File: config.mk
export PLATFORM = sky130hd
export DESIGN_NAME = vism_core
export DESIGN_NICKNAME = d
export VERILOG_FILES = /design/src/include/vism_pkg.sv /design/src/rtl/vism_core.sv
export VERILOG_INCLUDE_DIRS = /design/src /design/src/include
export SDC_FILE = /design/constraint.sdc
export NUM_CORES = 1
export LEC_CHECK = 0
export BUFFER_PORTS_ARGS = -buffer_cell sky130_fd_sc_hd__buf_4
export CAP_MARGIN = 20
export CELL_PAD_IN_SITES_DETAIL_PLACEMENT = 1
export CELL_PAD_IN_SITES_GLOBAL_PLACEMENT = 1
export CORE_MARGIN = 10
export CORE_UTILIZATION = 25
export CTS_CLUSTER_DIAMETER = 60
export CTS_CLUSTER_SIZE = 25
export DETAILED_ROUTE_END_ITERATION = 10
export GPL_TIMING_DRIVEN = 0
export PLACE_DENSITY = 0.5
export SLEW_MARGIN = 20
export SYNTH_ARGS = -nofsm -noshare
export SYNTH_HDL_FRONTEND = slang
export SYNTH_SLANG_ARGS = --single-unit
File: constraint.sdc
create_clock -name ref_clk -period 25.8 [get_ports ref_clk]
set_input_delay 0 -clock ref_clk [delete_from_list [all_inputs] [get_ports ref_clk]]
set_output_delay 0 -clock ref_clk [all_outputs]
set_load 0.02 [all_outputs]
File: src/include/vism_map.svh
`ifndef VISM_MAP_SVH
`define VISM_MAP_SVH

// ****************************************************************
// Register offsets (byte addresses, one word each)
// ****************************************************************
`define VISM_OFF_FLAGS_LOW    8'h00
`define VISM_OFF_FLAGS_HIGH   8'h04
`define VISM_OFF_ENABLES_LOW  8'h08
`define VISM_OFF_ENABLES_HIGH 8'h0c
`define VISM_OFF_PRIO_BASE    8'h10
`define VISM_OFF_PRIO_LAST    8'h30
`define VISM_OFF_STATUS       8'h34

// ****************************************************************
// Sizes and reset values
// ****************************************************************
`define VISM_NUM_SRC      44
`define VISM_NUM_VEC      33
`define VISM_NUM_PRIO_REG 9
`define VISM_HIGH_BITS    12
`define VISM_FLAGS_RST    32'h0000_0000
`define VISM_ENABLES_RST  32'h0000_0000
`define VISM_PRIO_RST     32'h0000_0000

// ****************************************************************
// Priority field layout inside a vector slot of 8 bits
// ****************************************************************
`define VISM_SLOT_W    8
`define VISM_PRI_LSB   2
`define VISM_SUB_LSB   0

`endif

File: src/include/vism_pkg.sv
package vism_pkg;

    typedef struct packed {
        logic       req;
        logic [5:0] vec;
        logic [2:0] pri;
        logic [1:0] sub;
    } vism_req_s;

    typedef struct packed {
        logic [7:0]  addr;
        logic [31:0] wdata;
        logic        wr;
        logic        rd;
    } vism_bus_s;

endpackage

File: src/rtl/vism_core.sv
// Function
// Core tick on request 0, vector 0
// Soft requests on 1,2, vectors 1,2
// Pin events 3,8,13,18,23 to vectors 3..19
// Timers 4,9,14,19,24 to vectors 4..20
// Capture fault/event pairs share one vector
// Compare events 7..27 to vectors 6..22
// Converter done on 28, vector 23, persistent
// Clock fail monitor on 29, vector 24
// Calendar clock on 30, vector 25
// Flash event on 31, vector 26
// Comparators on 32,33, vectors 27,28
// Combined USB request 34, vector 29, persistent
// Serial port requests 35-37 share vector 30
// Async port requests 38-40 share vector 31
// Two-wire requests 41-43 share vector 32
// Four 8-bit priority slots per register
// Ties go to the lower vector
// Forward only flagged and enabled sources
// Persistent flags re-set while condition holds
// Flags, enables, priorities software read/write
`timescale 1ns/100ps
`default_nettype none
`include "vism_map.svh"

module vism_core
    import vism_pkg::*;
(
    input  wire logic                     ref_clk,
    input  wire logic                     reset_n,
    input  wire logic [`VISM_NUM_SRC-1:0] src_event,
    input  wire logic [7:0]               reg_addr,
    input  wire logic [31:0]              reg_wdata,
    input  wire logic                     reg_wr,
    input  wire logic                     reg_rd,
    output logic [31:0]                   reg_rdata,
    output logic                          core_irq,
    output logic [5:0]                    core_vector,
    output logic [2:0]                    core_priority,
    output logic [1:0]                    core_subpriority
);

    localparam int NS = `VISM_NUM_SRC;
    localparam int NV = `VISM_NUM_VEC;

    // ****************************************************************
    // Source to vector map
    // ****************************************************************
    // Request number to vector number
    function automatic logic [5:0] src_vec(input int s);
        if (s <= 4)
            return 6'(s);
        else if (s <= 27)
        begin
            // Group of five per capture channel: pin,timer,fault,cap,cmp
            int g;
            int k;
            g = (s - 3) / 5;
            k = (s - 3) % 5;
            case (k)
                0:       return 6'(3 + 4 * g);
                1:       return 6'(4 + 4 * g);
                2, 3:    return 6'(5 + 4 * g);
                default: return 6'(6 + 4 * g);
            endcase
        end
        else if (s <= 34)
            return 6'(s - 5);
        else if (s <= 37)
            return 6'd30;
        else if (s <= 40)
            return 6'd31;
        else
            return 6'd32;
    endfunction

    // Persistent sources: capture pairs, converter, USB, serial, async and two-wire ports
    function automatic logic src_persist(input int s);
        int k;
        k = (s - 3) % 5;
        if (s >= 5 && s <= 27)
            return (k == 2 || k == 3);
        return (s == 28) || (s >= 34);
    endfunction

    // ****************************************************************
    // Reset release
    // ****************************************************************
    logic rst_meta_r;
    logic rst_n_r;

    always_ff @(posedge ref_clk or negedge reset_n)
    begin
        if (!reset_n)
        begin
            rst_meta_r <= 1'b0;
            rst_n_r    <= 1'b0;
        end
        else
        begin
            rst_meta_r <= 1'b1;
            rst_n_r    <= rst_meta_r;
        end
    end

    // ****************************************************************
    // Registers
    // ****************************************************************
    logic [63:0]                      flags_r;
    logic [63:0]                      enables_r;
    logic [`VISM_NUM_PRIO_REG-1:0][31:0] prio_r;
    logic [63:0]                      flags_nxt;
    logic [63:0]                      ev_set;
    logic [3:0]                       prio_idx;
    logic                             prio_hit;

    assign prio_idx = 4'((reg_addr - `VISM_OFF_PRIO_BASE) >> 2);
    assign prio_hit = reg_addr >= `VISM_OFF_PRIO_BASE
                   && reg_addr <= `VISM_OFF_PRIO_LAST
                   && reg_addr[1:0] == 2'b00;

    // Event edges for plain sources, levels for persistent ones
    logic [NS-1:0] ev_prev_r;

    always_ff @(posedge ref_clk or negedge rst_n_r)
    begin
        if (!rst_n_r)
            ev_prev_r <= '0;
        else
            ev_prev_r <= src_event;
    end

    always_comb
    begin
        ev_set = '0;
        for (int s = 0; s < NS; s++)
        begin
            if (src_persist(s))
                ev_set[s] = src_event[s];
            else
                ev_set[s] = src_event[s] & ~ev_prev_r[s];
        end
    end

    // Software write first, hardware set wins over a clear
    always_comb
    begin
        flags_nxt = flags_r;
        if (reg_wr && reg_addr == `VISM_OFF_FLAGS_LOW)
            flags_nxt[31:0] = reg_wdata;
        if (reg_wr && reg_addr == `VISM_OFF_FLAGS_HIGH)
            flags_nxt[63:32] = {20'h0_0000,
                                reg_wdata[`VISM_HIGH_BITS-1:0]};
        flags_nxt = flags_nxt | ev_set;
    end

    always_ff @(posedge ref_clk or negedge rst_n_r)
    begin
        if (!rst_n_r)
            flags_r <= {`VISM_FLAGS_RST, `VISM_FLAGS_RST};
        else
            flags_r <= flags_nxt;
    end

    always_ff @(posedge ref_clk or negedge rst_n_r)
    begin
        if (!rst_n_r)
            enables_r <= {`VISM_ENABLES_RST, `VISM_ENABLES_RST};
        else if (reg_wr && reg_addr == `VISM_OFF_ENABLES_LOW)
            enables_r[31:0] <= reg_wdata;
        else if (reg_wr && reg_addr == `VISM_OFF_ENABLES_HIGH)
            enables_r[63:32] <= {20'h0_0000,
                                 reg_wdata[`VISM_HIGH_BITS-1:0]};
    end

    // Only the priority and sub-priority fields are kept
    always_ff @(posedge ref_clk or negedge rst_n_r)
    begin
        if (!rst_n_r)
            prio_r <= '{default: `VISM_PRIO_RST};
        else if (reg_wr && prio_hit)
            prio_r[prio_idx] <= reg_wdata & 32'h1f1f_1f1f;
    end

    // ****************************************************************
    // Arbitration
    // ****************************************************************
    logic [NV-1:0] vec_pend;
    vism_req_s     win;

    always_comb
    begin
        vec_pend = '0;
        for (int s = 0; s < NS; s++)
            if (flags_r[s] && enables_r[s])
                vec_pend[src_vec(s)] = 1'b1;
    end

    always_comb
    begin
        logic [7:0] slot;
        slot = 8'h00;
        win  = '0;
        for (int v = 0; v < NV; v++)
        begin
            slot = prio_r[v / 4][(v % 4) * `VISM_SLOT_W +: 8];
            // Strictly greater keeps the lower vector on ties
            if (vec_pend[v] && (!win.req
                || slot[4:0] > {win.pri, win.sub}))
            begin
                win.req = 1'b1;
                win.vec = 6'(v);
                win.pri = slot[`VISM_PRI_LSB +: 3];
                win.sub = slot[`VISM_SUB_LSB +: 2];
            end
        end
    end

    always_ff @(posedge ref_clk or negedge rst_n_r)
    begin
        if (!rst_n_r)
        begin
            core_irq         <= 1'b0;
            core_vector      <= 6'h00;
            core_priority    <= 3'h0;
            core_subpriority <= 2'h0;
        end
        else
        begin
            core_irq         <= win.req;
            core_vector      <= win.vec;
            core_priority    <= win.pri;
            core_subpriority <= win.sub;
        end
    end

    // ****************************************************************
    // Read port
    // ****************************************************************
    always_ff @(posedge ref_clk or negedge rst_n_r)
    begin
        if (!rst_n_r)
            reg_rdata <= 32'h0000_0000;
        else if (reg_rd)
        begin
            if (reg_addr == `VISM_OFF_FLAGS_LOW)
                reg_rdata <= flags_r[31:0];
            else if (reg_addr == `VISM_OFF_FLAGS_HIGH)
                reg_rdata <= flags_r[63:32];
            else if (reg_addr == `VISM_OFF_ENABLES_LOW)
                reg_rdata <= enables_r[31:0];
            else if (reg_addr == `VISM_OFF_ENABLES_HIGH)
                reg_rdata <= enables_r[63:32];
            else if (prio_hit)
                reg_rdata <= prio_r[prio_idx];
            else if (reg_addr == `VISM_OFF_STATUS)
                reg_rdata <= {16'h0000, 1'b0, win.req, win.vec,
                              3'h0, win.pri, win.sub};
            else
                reg_rdata <= 32'h0000_0000;
        end
        else
            reg_rdata <= 32'h0000_0000;
    end
endmodule // vism_core

`default_nettype wire

==> results.toml, run 1 <==
[status]
run_status = "finished, violations left"
violations = "setup timing"

[power]
switching_share = 0.467
fin_total_pwr_mw = 4.59
seq_power_share = 0.128
powerDensity_mw_per_mm2 = 133
ir_drop_mv = 0.122
cellInternalPower_mw = 2.44
p_sw_mw = 2.14
p_leak_nw = 14.8
p_comb_frac = 0.732
clkPwrFrac = 0.140

[layout]
regArea_mm2 = 0.00844
fin_area_mm2 = 0.0346
fillers = 10900
layoutNonFillerInstCount = 4402
syn2layout_area_growth_pct = 40.0
nets = 3282
drive_gt1_frac = 0.412
multi_input_area_mm2 = 0.0177

[sta]
rsz0062_at_grt = "yes"
tightestPinTransition_ns = 1.16
finalHoldViolCount = 0
fmax_ghz = 0.0209
worst_slack_ns = -22.13
skew_ns = 0.0195
slew_headroom = 0.230
fin_crit_sh = 1.86
hold_slack_ns = 0.0600
finalMaxSlewViolations = 0
timing.final.crit_period_ns = 47.93
setup_viol = 22

[critical_path]
slowest_delay_ns = 0.48
start_kind = "flop"
crit_path_top_delay_cell = "or4_4"
timing.critical_path.buf_inv = 39
criticalPathCategory = "reg2reg"
cpMostUsedCell = "ha_4"
path_delay_family = "compound AO/OA/AOI/OAI gates"
cp_max_fo = 8
worstPathArrival_ns = 48.42
critPathRequiredTime_ns = 26.29
worst_setup_path_end_kind = "flop"

[job]
cap_violations = 0

[floorplanning]
dieArea_mm2 = 0.112
rows = 115
die_y_um = 334
coreArea_mm2 = 0.0981
ioPinCount = 132
initial_core_util = 0.251
fp.dieW_um = 334

[routing]
viasPerCell = 5.30
ant_nets = 0
drc = 0
num_vias = 23300
wirelength_um = 115000
wl_per_cell_um = 26.1
drt-initial-drc-count = 1398
firstDrtPassIters = 5

[logic_synthesis]
yosysSeqAreaShare = 0.342
synth_compound_area_frac = 0.205
synth_mux_area_frac = 0.173
postSynthAreaPerCell_um2 = 9.65
synthAdderAreaFrac = 0.0594
synth_edf_count = 0
syn_nets = 2759
yosysUniqueCellTypes = 158
async_flop_share = 1.00
syn_inst = 2558
ys.flop_type = "dfrtp_1"
ys_warn_count = 0
synth-simple-area-share = 0.162
synth_top_family_by_area = "compound AO/OA/AOI/OAI gates"
ys_ff_latch = 337
post_synth_xor_area_fraction = 0.0110
syn_area_mm2 = 0.0247

[placement]
dp.cells = 3984
portBuffers = 130
pre_cts_ws_ns = -27.90
placement.cell_area_mm2 = 0.0283
gp_congestion = 0.873
hpwlAfterDp_um = 87600

[clock_tree]
cts_inserted_buffers = 42
root_buffer = "clkbuf_16"
cts_buffer_depth = 3
cts_tree = "yes"
cts.sinks = 337
htreeDepth = 2
insertion_delay_ns = 0.60
clk_pin_slew_worst_paths_ns = 0.08

[grt]
grt_first_pass_wirelength_um = 168000
grt_use_total = 0.199
antenna_found_initial = 9
grt_max_degree = 55
grt_pass1_vias = 25100
grt.overflow.total = 0

[min_path]
hp-class = "in2reg"
==> per-layer routing <==
metal,vias to the layer above,wire length (um),GRT usage,share of wire
met5,-,8,0,0.000070
met1,12200,48400,0.245,0.42
met2,480,57200,0.352,0.50
met3,157,4730,0.0259,0.041
met4,2,4320,0.0686,0.038
li1,10500,-,-,-
==> synth_stat cells, types with 9 or more instances <==
| cell | number | area (um^2) |
|---|---|---|
| dfrtp_1 | 337 | 8430 |
| nand2_1 | 275 | 1030 |
| mux2_2 | 247 | 2780 |
| nor2_1 | 177 | 664 |
| inv_1 | 161 | 604 |
| o21ai_0 | 136 | 681 |
| ha_1 | 113 | 1410 |
| a21oi_1 | 99 | 495 |
| clkbuf_1 | 81 | 304 |
| nand3_1 | 65 | 325 |
| mux4_2 | 42 | 946 |
| a22oi_1 | 40 | 300 |
| mux2i_1 | 35 | 350 |
| nor2b_1 | 35 | 219 |
| nor3_1 | 35 | 175 |
| and3_1 | 31 | 194 |
| o22ai_1 | 29 | 181 |
| a31oi_1 | 28 | 175 |
| and2_1 | 27 | 169 |
| nand3b_1 | 25 | 188 |
| nand4_1 | 22 | 138 |
| o21ai_1 | 21 | 105 |
| xnor2_1 | 21 | 184 |
| a21o_1 | 20 | 150 |
| nand2b_1 | 19 | 119 |
| o21a_1 | 19 | 143 |
| o211ai_1 | 17 | 128 |
| a222oi_1 | 16 | 160 |
| buf_1 | 12 | 45.0 |
| or3_1 | 12 | 75.1 |
| a211oi_1 | 11 | 82.6 |
| o31ai_1 | 11 | 82.6 |
| mux2_4 | 9 | 135 |
==> stage by stage <==
| stage | utilization | TNS (ns) |
|---|---|---|
| after floorplan | - | -424.65 |
| after global placement | 0.286 | -585.20 |
| after detailed placement | 0.289 | -606.36 |
| after CTS | 0.342 | -485.38 |
| after global routing | 0.352 | -534.60 |
| final | 0.352 | -483.35 |
==> sequential cells by signal, indices dropped and copies added (netlist names) <==
name              flops
core_irq              1
core_priority         3
reg_rdata            32
flags_r              44
enables_r            44
core_vector           6
rst_n_r               1
core_subpriority      2
rst_meta_r            1
ev_prev_r            23
prio_r              180
==> kinds of logic after synthesis <==
group / count (synthesis)
xor+xnor: 30
fa+ha+maj: 118
simple gates: 801
other cells: 1
flops: 337
mux: 337
buf+inv: 276
compound gates: 658
==> final timing paths <==
check / endpoint / slack (ns) / start / depth (start not counted)
worst max-delay path: reg_rdata[11] / -22.13 / enables_r[0] / 269
worst min-delay path: ev_prev_r[9] / 0.06 / src_event[9] / 2
worst max register to register: reg_rdata[11] / -22.13 / enables_r[0] / 269
worst min register to register: rst_n_r / 0.36 / rst_meta_r / 0
max in group asynchronous: enables_r[22] / 23.73 / rst_n_r / 4
min in group asynchronous: rst_n_r / 0.26 / reset_n / 3
==> power groups by stage <==
stage	Sequential, mW	Combinational, mW	Clock, mW
5_1_grt	0.591	3.64	0.675
6_report	0.588	3.36	0.641
2_1_floorplan	0.597	1.93	0
4_1_cts	0.588	3.06	0.657
3_3_place_gp	0.606	2.42	0
3_5_place_dp	0.597	2.50	0
==> timing repair <==
item / CTS / global route
cloned: 1 / 2
endpoints found under the hold margin: 126 / 0
setup endpoints to repair: 22 / 22
hold buffers: 86 / 0
pin swaps: 205 / 106
buffers inserted: 200 / 53
gates resized for setup: 269 / 106
==> worst reg2reg max path: cells and delay by family (launching register included) <==
kind	cells	cell delay (ns)
flops	1	0.42
compound gates	102	18.14
simple gates	75	10.55
buf+inv	39	4.49
fa+ha+maj	32	8.06
mux	21	6.13
==> cells in the final DEF, fill, tap and decap left out, types with 24 or more instances in the layout <==
| cell type | n |
|---|---|
| nand3b_1 | 25 |
| mux2_2 | 231 |
| inv_1 | 137 |
| ha_1 | 56 |
| mux4_2 | 42 |
| dlygate4sd3_1 | 86 |
| ha_4 | 52 |
| a21oi_1 | 66 |
| dfrtp_1 | 334 |
| o21ai_2 | 31 |
| nor3_1 | 29 |
| nand2_1 | 239 |
| clkbuf_16 | 45 |
| a22oi_1 | 39 |
| nand3_1 | 49 |
| o21ai_1 | 29 |
| and3_1 | 24 |
| nor2_1 | 151 |
| clkbuf_1 | 73 |
| mux2_4 | 25 |
| nor2b_1 | 30 |
| o21ai_0 | 85 |
| o22ai_1 | 27 |
| buf_4 | 373 |
==> layout make-up <==
type	instances	share of cell area
tap	1287	0.0466
timing repair buffer	479	0.117
buffer	114	0.0180
clock inverter	33	0.0119
antenna	1	0.0000724
sequential	337	0.244
multi-input combinational	1946	0.513
inverter	161	0.0179
clock buffer	44	0.0315
No activity file was read; power rests on OpenSTA's default activity.
==> run 2, diff against run 1 <==
CORE_UTILIZATION = 53   (was 25)
PLACE_DENSITY = 0.9   (was 0.5)
==> results.toml, run 2 <==
[logic_synthesis]
netlist_top_cells_area = "dfrtp_1 34%, mux2_2 11%, ha_1 5.7%"
ys_ff_latch = 337
synthMostInstantiatedCell = "dfrtp_1"
syn_nets = 2759
synth.top_cell.area_share = 0.342
yosysSeqAreaShare = 0.342
ys.flop_type = "dfrtp_1"
postSynthAreaPerCell_um2 = 9.65
ys_warn_count = 0
synth_top_cell_by_area = "dfrtp_1"
synth_edf_count = 0
yosysUniqueCellTypes = 158
syn_area_mm2 = 0.0247
syn_inst = 2558
async_flop_share = 1.00
synth_common_cells = "337 x dfrtp_1, 275 x nand2_1, 247 x mux2_2"

[clock_tree]
cts_buffer_depth = 3
cts_inserted_buffers = 36
root_buffer = "clkbuf_16"
htreeDepth = 2
cts.sinks = 337

[grt]
grt_max_degree = 60
grt_use_total = 0.659
grt.overflow.total = 17

[placement]
gp_congestion = 0.976
portBuffers = 130
hpwlAfterDp_um = 79700

[floorplanning]
rows = 79
die_y_um = 236
ioPinCount = 132
fp.dieW_um = 236
initial_core_util = 0.533

[status]
stop_error = "[ERROR GRT-0232] Routing congestion too high. Check the congestion heatmap in the GUI."
haltStage = "global routing"
run_status = "stopped before the end"
## run 2: cell counts after synthesis
Identical to the previous run, type by type.
## run 2: through the flow
stage          instances  instance area (um^2)  worst slack, ns  hold slack, ns
3_5_place_dp        3301                 27400           -27.71          -0.214
4_1_cts             3657                 32600           -22.08          0.0337
3_3_place_gp        3295                 27200           -25.25          -0.217
2_1_floorplan       2558                 25500           -19.41          -0.296
## run 2: what timing repair did
item / CTS
hold buffers: 86
setup endpoints to repair: 22
endpoints found under the hold margin: 126
gates cloned: 2
buffers inserted: 205
pin swaps: 193
resized for setup: 304
## run 2: routing by layer
layer  track usage  GRT overflow
met1         0.637             1
met2         0.849             3
met3         0.504             0
met4         0.653            13
met5         0.186             0
## run 2: kinds of logic after synthesis
| group | Yosys count | share of synthesized area |
|---|---|---|
| XOR/XNOR | 30 | 0.0110 |
| adder cells (fa/ha/maj) | 118 | 0.0594 |
| other | 1 | 0.000152 |
| AO/OA/AOI/OAI | 658 | 0.205 |
| multiplexers | 337 | 0.173 |
| AND/OR/NAND/NOR | 801 | 0.162 |
| flip-flops | 337 | 0.342 |
| buffers and inverters | 276 | 0.0483 |
==> run 3, diff against run 2 <==
CELL_PAD_IN_SITES_DETAIL_PLACEMENT = default   (was 1)
CELL_PAD_IN_SITES_GLOBAL_PLACEMENT = default   (was 1)
CORE_UTILIZATION = 40   (was 53)
CTS_CLUSTER_DIAMETER = default   (was 60)
CTS_CLUSTER_SIZE = default   (was 25)
PLACE_DENSITY = default   (was 0.9)
PLACE_DENSITY_LB_ADDON = 0.15   (was default)
==> results.toml, run 3 (synthesis results as in run 1) <==
[sta]
worst_slack_ns = -22.07
fin_crit_sh = 1.86
skew_ns = 0.0370
rsz0062_at_grt = "yes"
timing.final.crit_period_ns = 47.87
fmax_ghz = 0.0209
finalHoldViolCount = 0
slew_headroom = 0.218
tightestPinTransition_ns = 1.17
finalMaxSlewViolations = 0
setup_viol = 22

[floorplanning]
dieArea_mm2 = 0.0720
initial_core_util = 0.407
ioPinCount = 132
fp.dieW_um = 268
rows = 90
coreArea_mm2 = 0.0607
die_y_um = 268

[critical_path]
start_kind = "flop"
crit_path_top_delay_cell = "or4_4"
worst_setup_path_end_kind = "flop"
slowest_delay_ns = 0.48
cpMostUsedCell = "ha_4"
critPathRequiredTime_ns = 26.25
critPathLaunch = "enables_r[0]"
criticalPathCategory = "reg2reg"
cp_max_fo = 7
worstPathArrival_ns = 48.32
r2r-start = "enables_r[0]"

[status]
violations = "setup timing"
run_status = "finished, violations left"

[grt]
grt_max_degree = 53
grt_pass1_vias = 23800
grt_use_total = 0.273
grt_first_pass_wirelength_um = 149000
grt.overflow.total = 0
antenna_found_initial = 6

[routing]
viasPerCell = 6.07
wirelength_um = 101000
drt-initial-drc-count = 2236
ant_nets = 0
num_vias = 23800
drc = 0
wl_met2_um = 49000
wl_met1_um = 40700
met3WireLength_um = 6670
top_layer = "met5"
wl_per_cell_um = 25.8
firstDrtPassIters = 6

[clock_tree]
insertion_delay_ns = 0.61
cts_buffer_depth = 3
cts_inserted_buffers = 42
root_buffer = "clkbuf_16"
cts_tree = "yes"
htreeDepth = 2
cts.sinks = 337
clk_pin_slew_worst_paths_ns = 0.06

[power]
fin_total_pwr_mw = 4.62
ir_drop_mv = 0.125
powerDensity_mw_per_mm2 = 135
p_leak_nw = 15.0

[placement]
portBuffers = 130
gp_congestion = 0.947
hpwlAfterDp_um = 74400
pre_cts_ws_ns = -26.22

[job]
cap_violations = 0

[layout]
largest_reg_flops = 180
syn2layout_area_growth_pct = 39.3
top_register = "prio_r"
final_cell_mix = "397 x buf_4, 334 x dfrtp_1, 231 x nand2_1, 231 x mux2_2, 152 x nor2_1"
drive_gt1_frac = 0.419
final_common_cell = "buf_4"
nets = 3314
top_regs = "prio_r: 180 flops, enables_r: 44 flops, flags_r: 44 flops"

[min_path]
hp-start = "src_event[18]"
hp-class = "in2reg"
run 3: metrics by stage:
stage	cells	cell area [um^2]	TNS (ns)	util	hold slack (ns)
after floorplan	2558	25500	-424.65	-	-0.296
after global placement	3470	27500	-557.61	0.452	-0.217
after detailed placement	3478	27700	-570.28	0.456	-0.215
after CTS	3862	33000	-467.62	0.544	0.0383
after global routing	3924	34400	-528.32	0.566	0.0536
final	3925	34400	-484.23	0.566	0.0502
run 3: layout make-up:
class,instances,area (um^2)
repair buffers,511,4310
fillers,5137,26300
clock inverters,18,290
flip-flops and latches,337,8440
diodes,1,2.50
multi-input cells,1946,18000
plain buffers,114,623
clock buffers,55,1160
inverters,161,622
well taps,782,978
run 3: worst paths after layout:
path                       depth (start not counted)       endpoint  slack [ns]
max in group asynchronous                          4  reg_rdata[22]       24.06
min in group asynchronous                          0    flags_r[12]        0.26
setup reg to reg                                 268  reg_rdata[13]      -22.07
setup / recovery                                 268  reg_rdata[13]      -22.07
hold reg to reg                                    0    flags_r[12]        0.26
hold / removal                                     2  ev_prev_r[18]        0.05
run 3: metal layers:
layer,vias up,global-route usage
met5,-,0
met4,2,0.121
met3,242,0.0500
met2,953,0.461
met1,12000,0.336
li1,10600,-
run 3: power breakdown:
group	switching (mW)	internal, mW
Sequential	0.0302	0.557
Clock	0.249	0.379
Combinational	1.81	1.60
run 3: worst max-delay path, delay by kind of cell (launching register included):
family                   cells  cell delay, ns
AO/OA/AOI/OAI              102           18.88
adder cells (fa/ha/maj)     33            8.38
buffers and inverters       38            4.38
flip-flops                   1            0.40
multiplexers                19            5.45
AND/OR/NAND/NOR             76           10.11
run 3: what timing repair did:
item                                    4_1_cts  5_1_grt
setup buffers                               222       64
endpoints found under the hold margin       126        0
cloned                                        4        0
gates resized for setup                     259      160
pin swaps                                   195      189
hold buffers                                 86        0
endpoints found under the setup margin       22       22
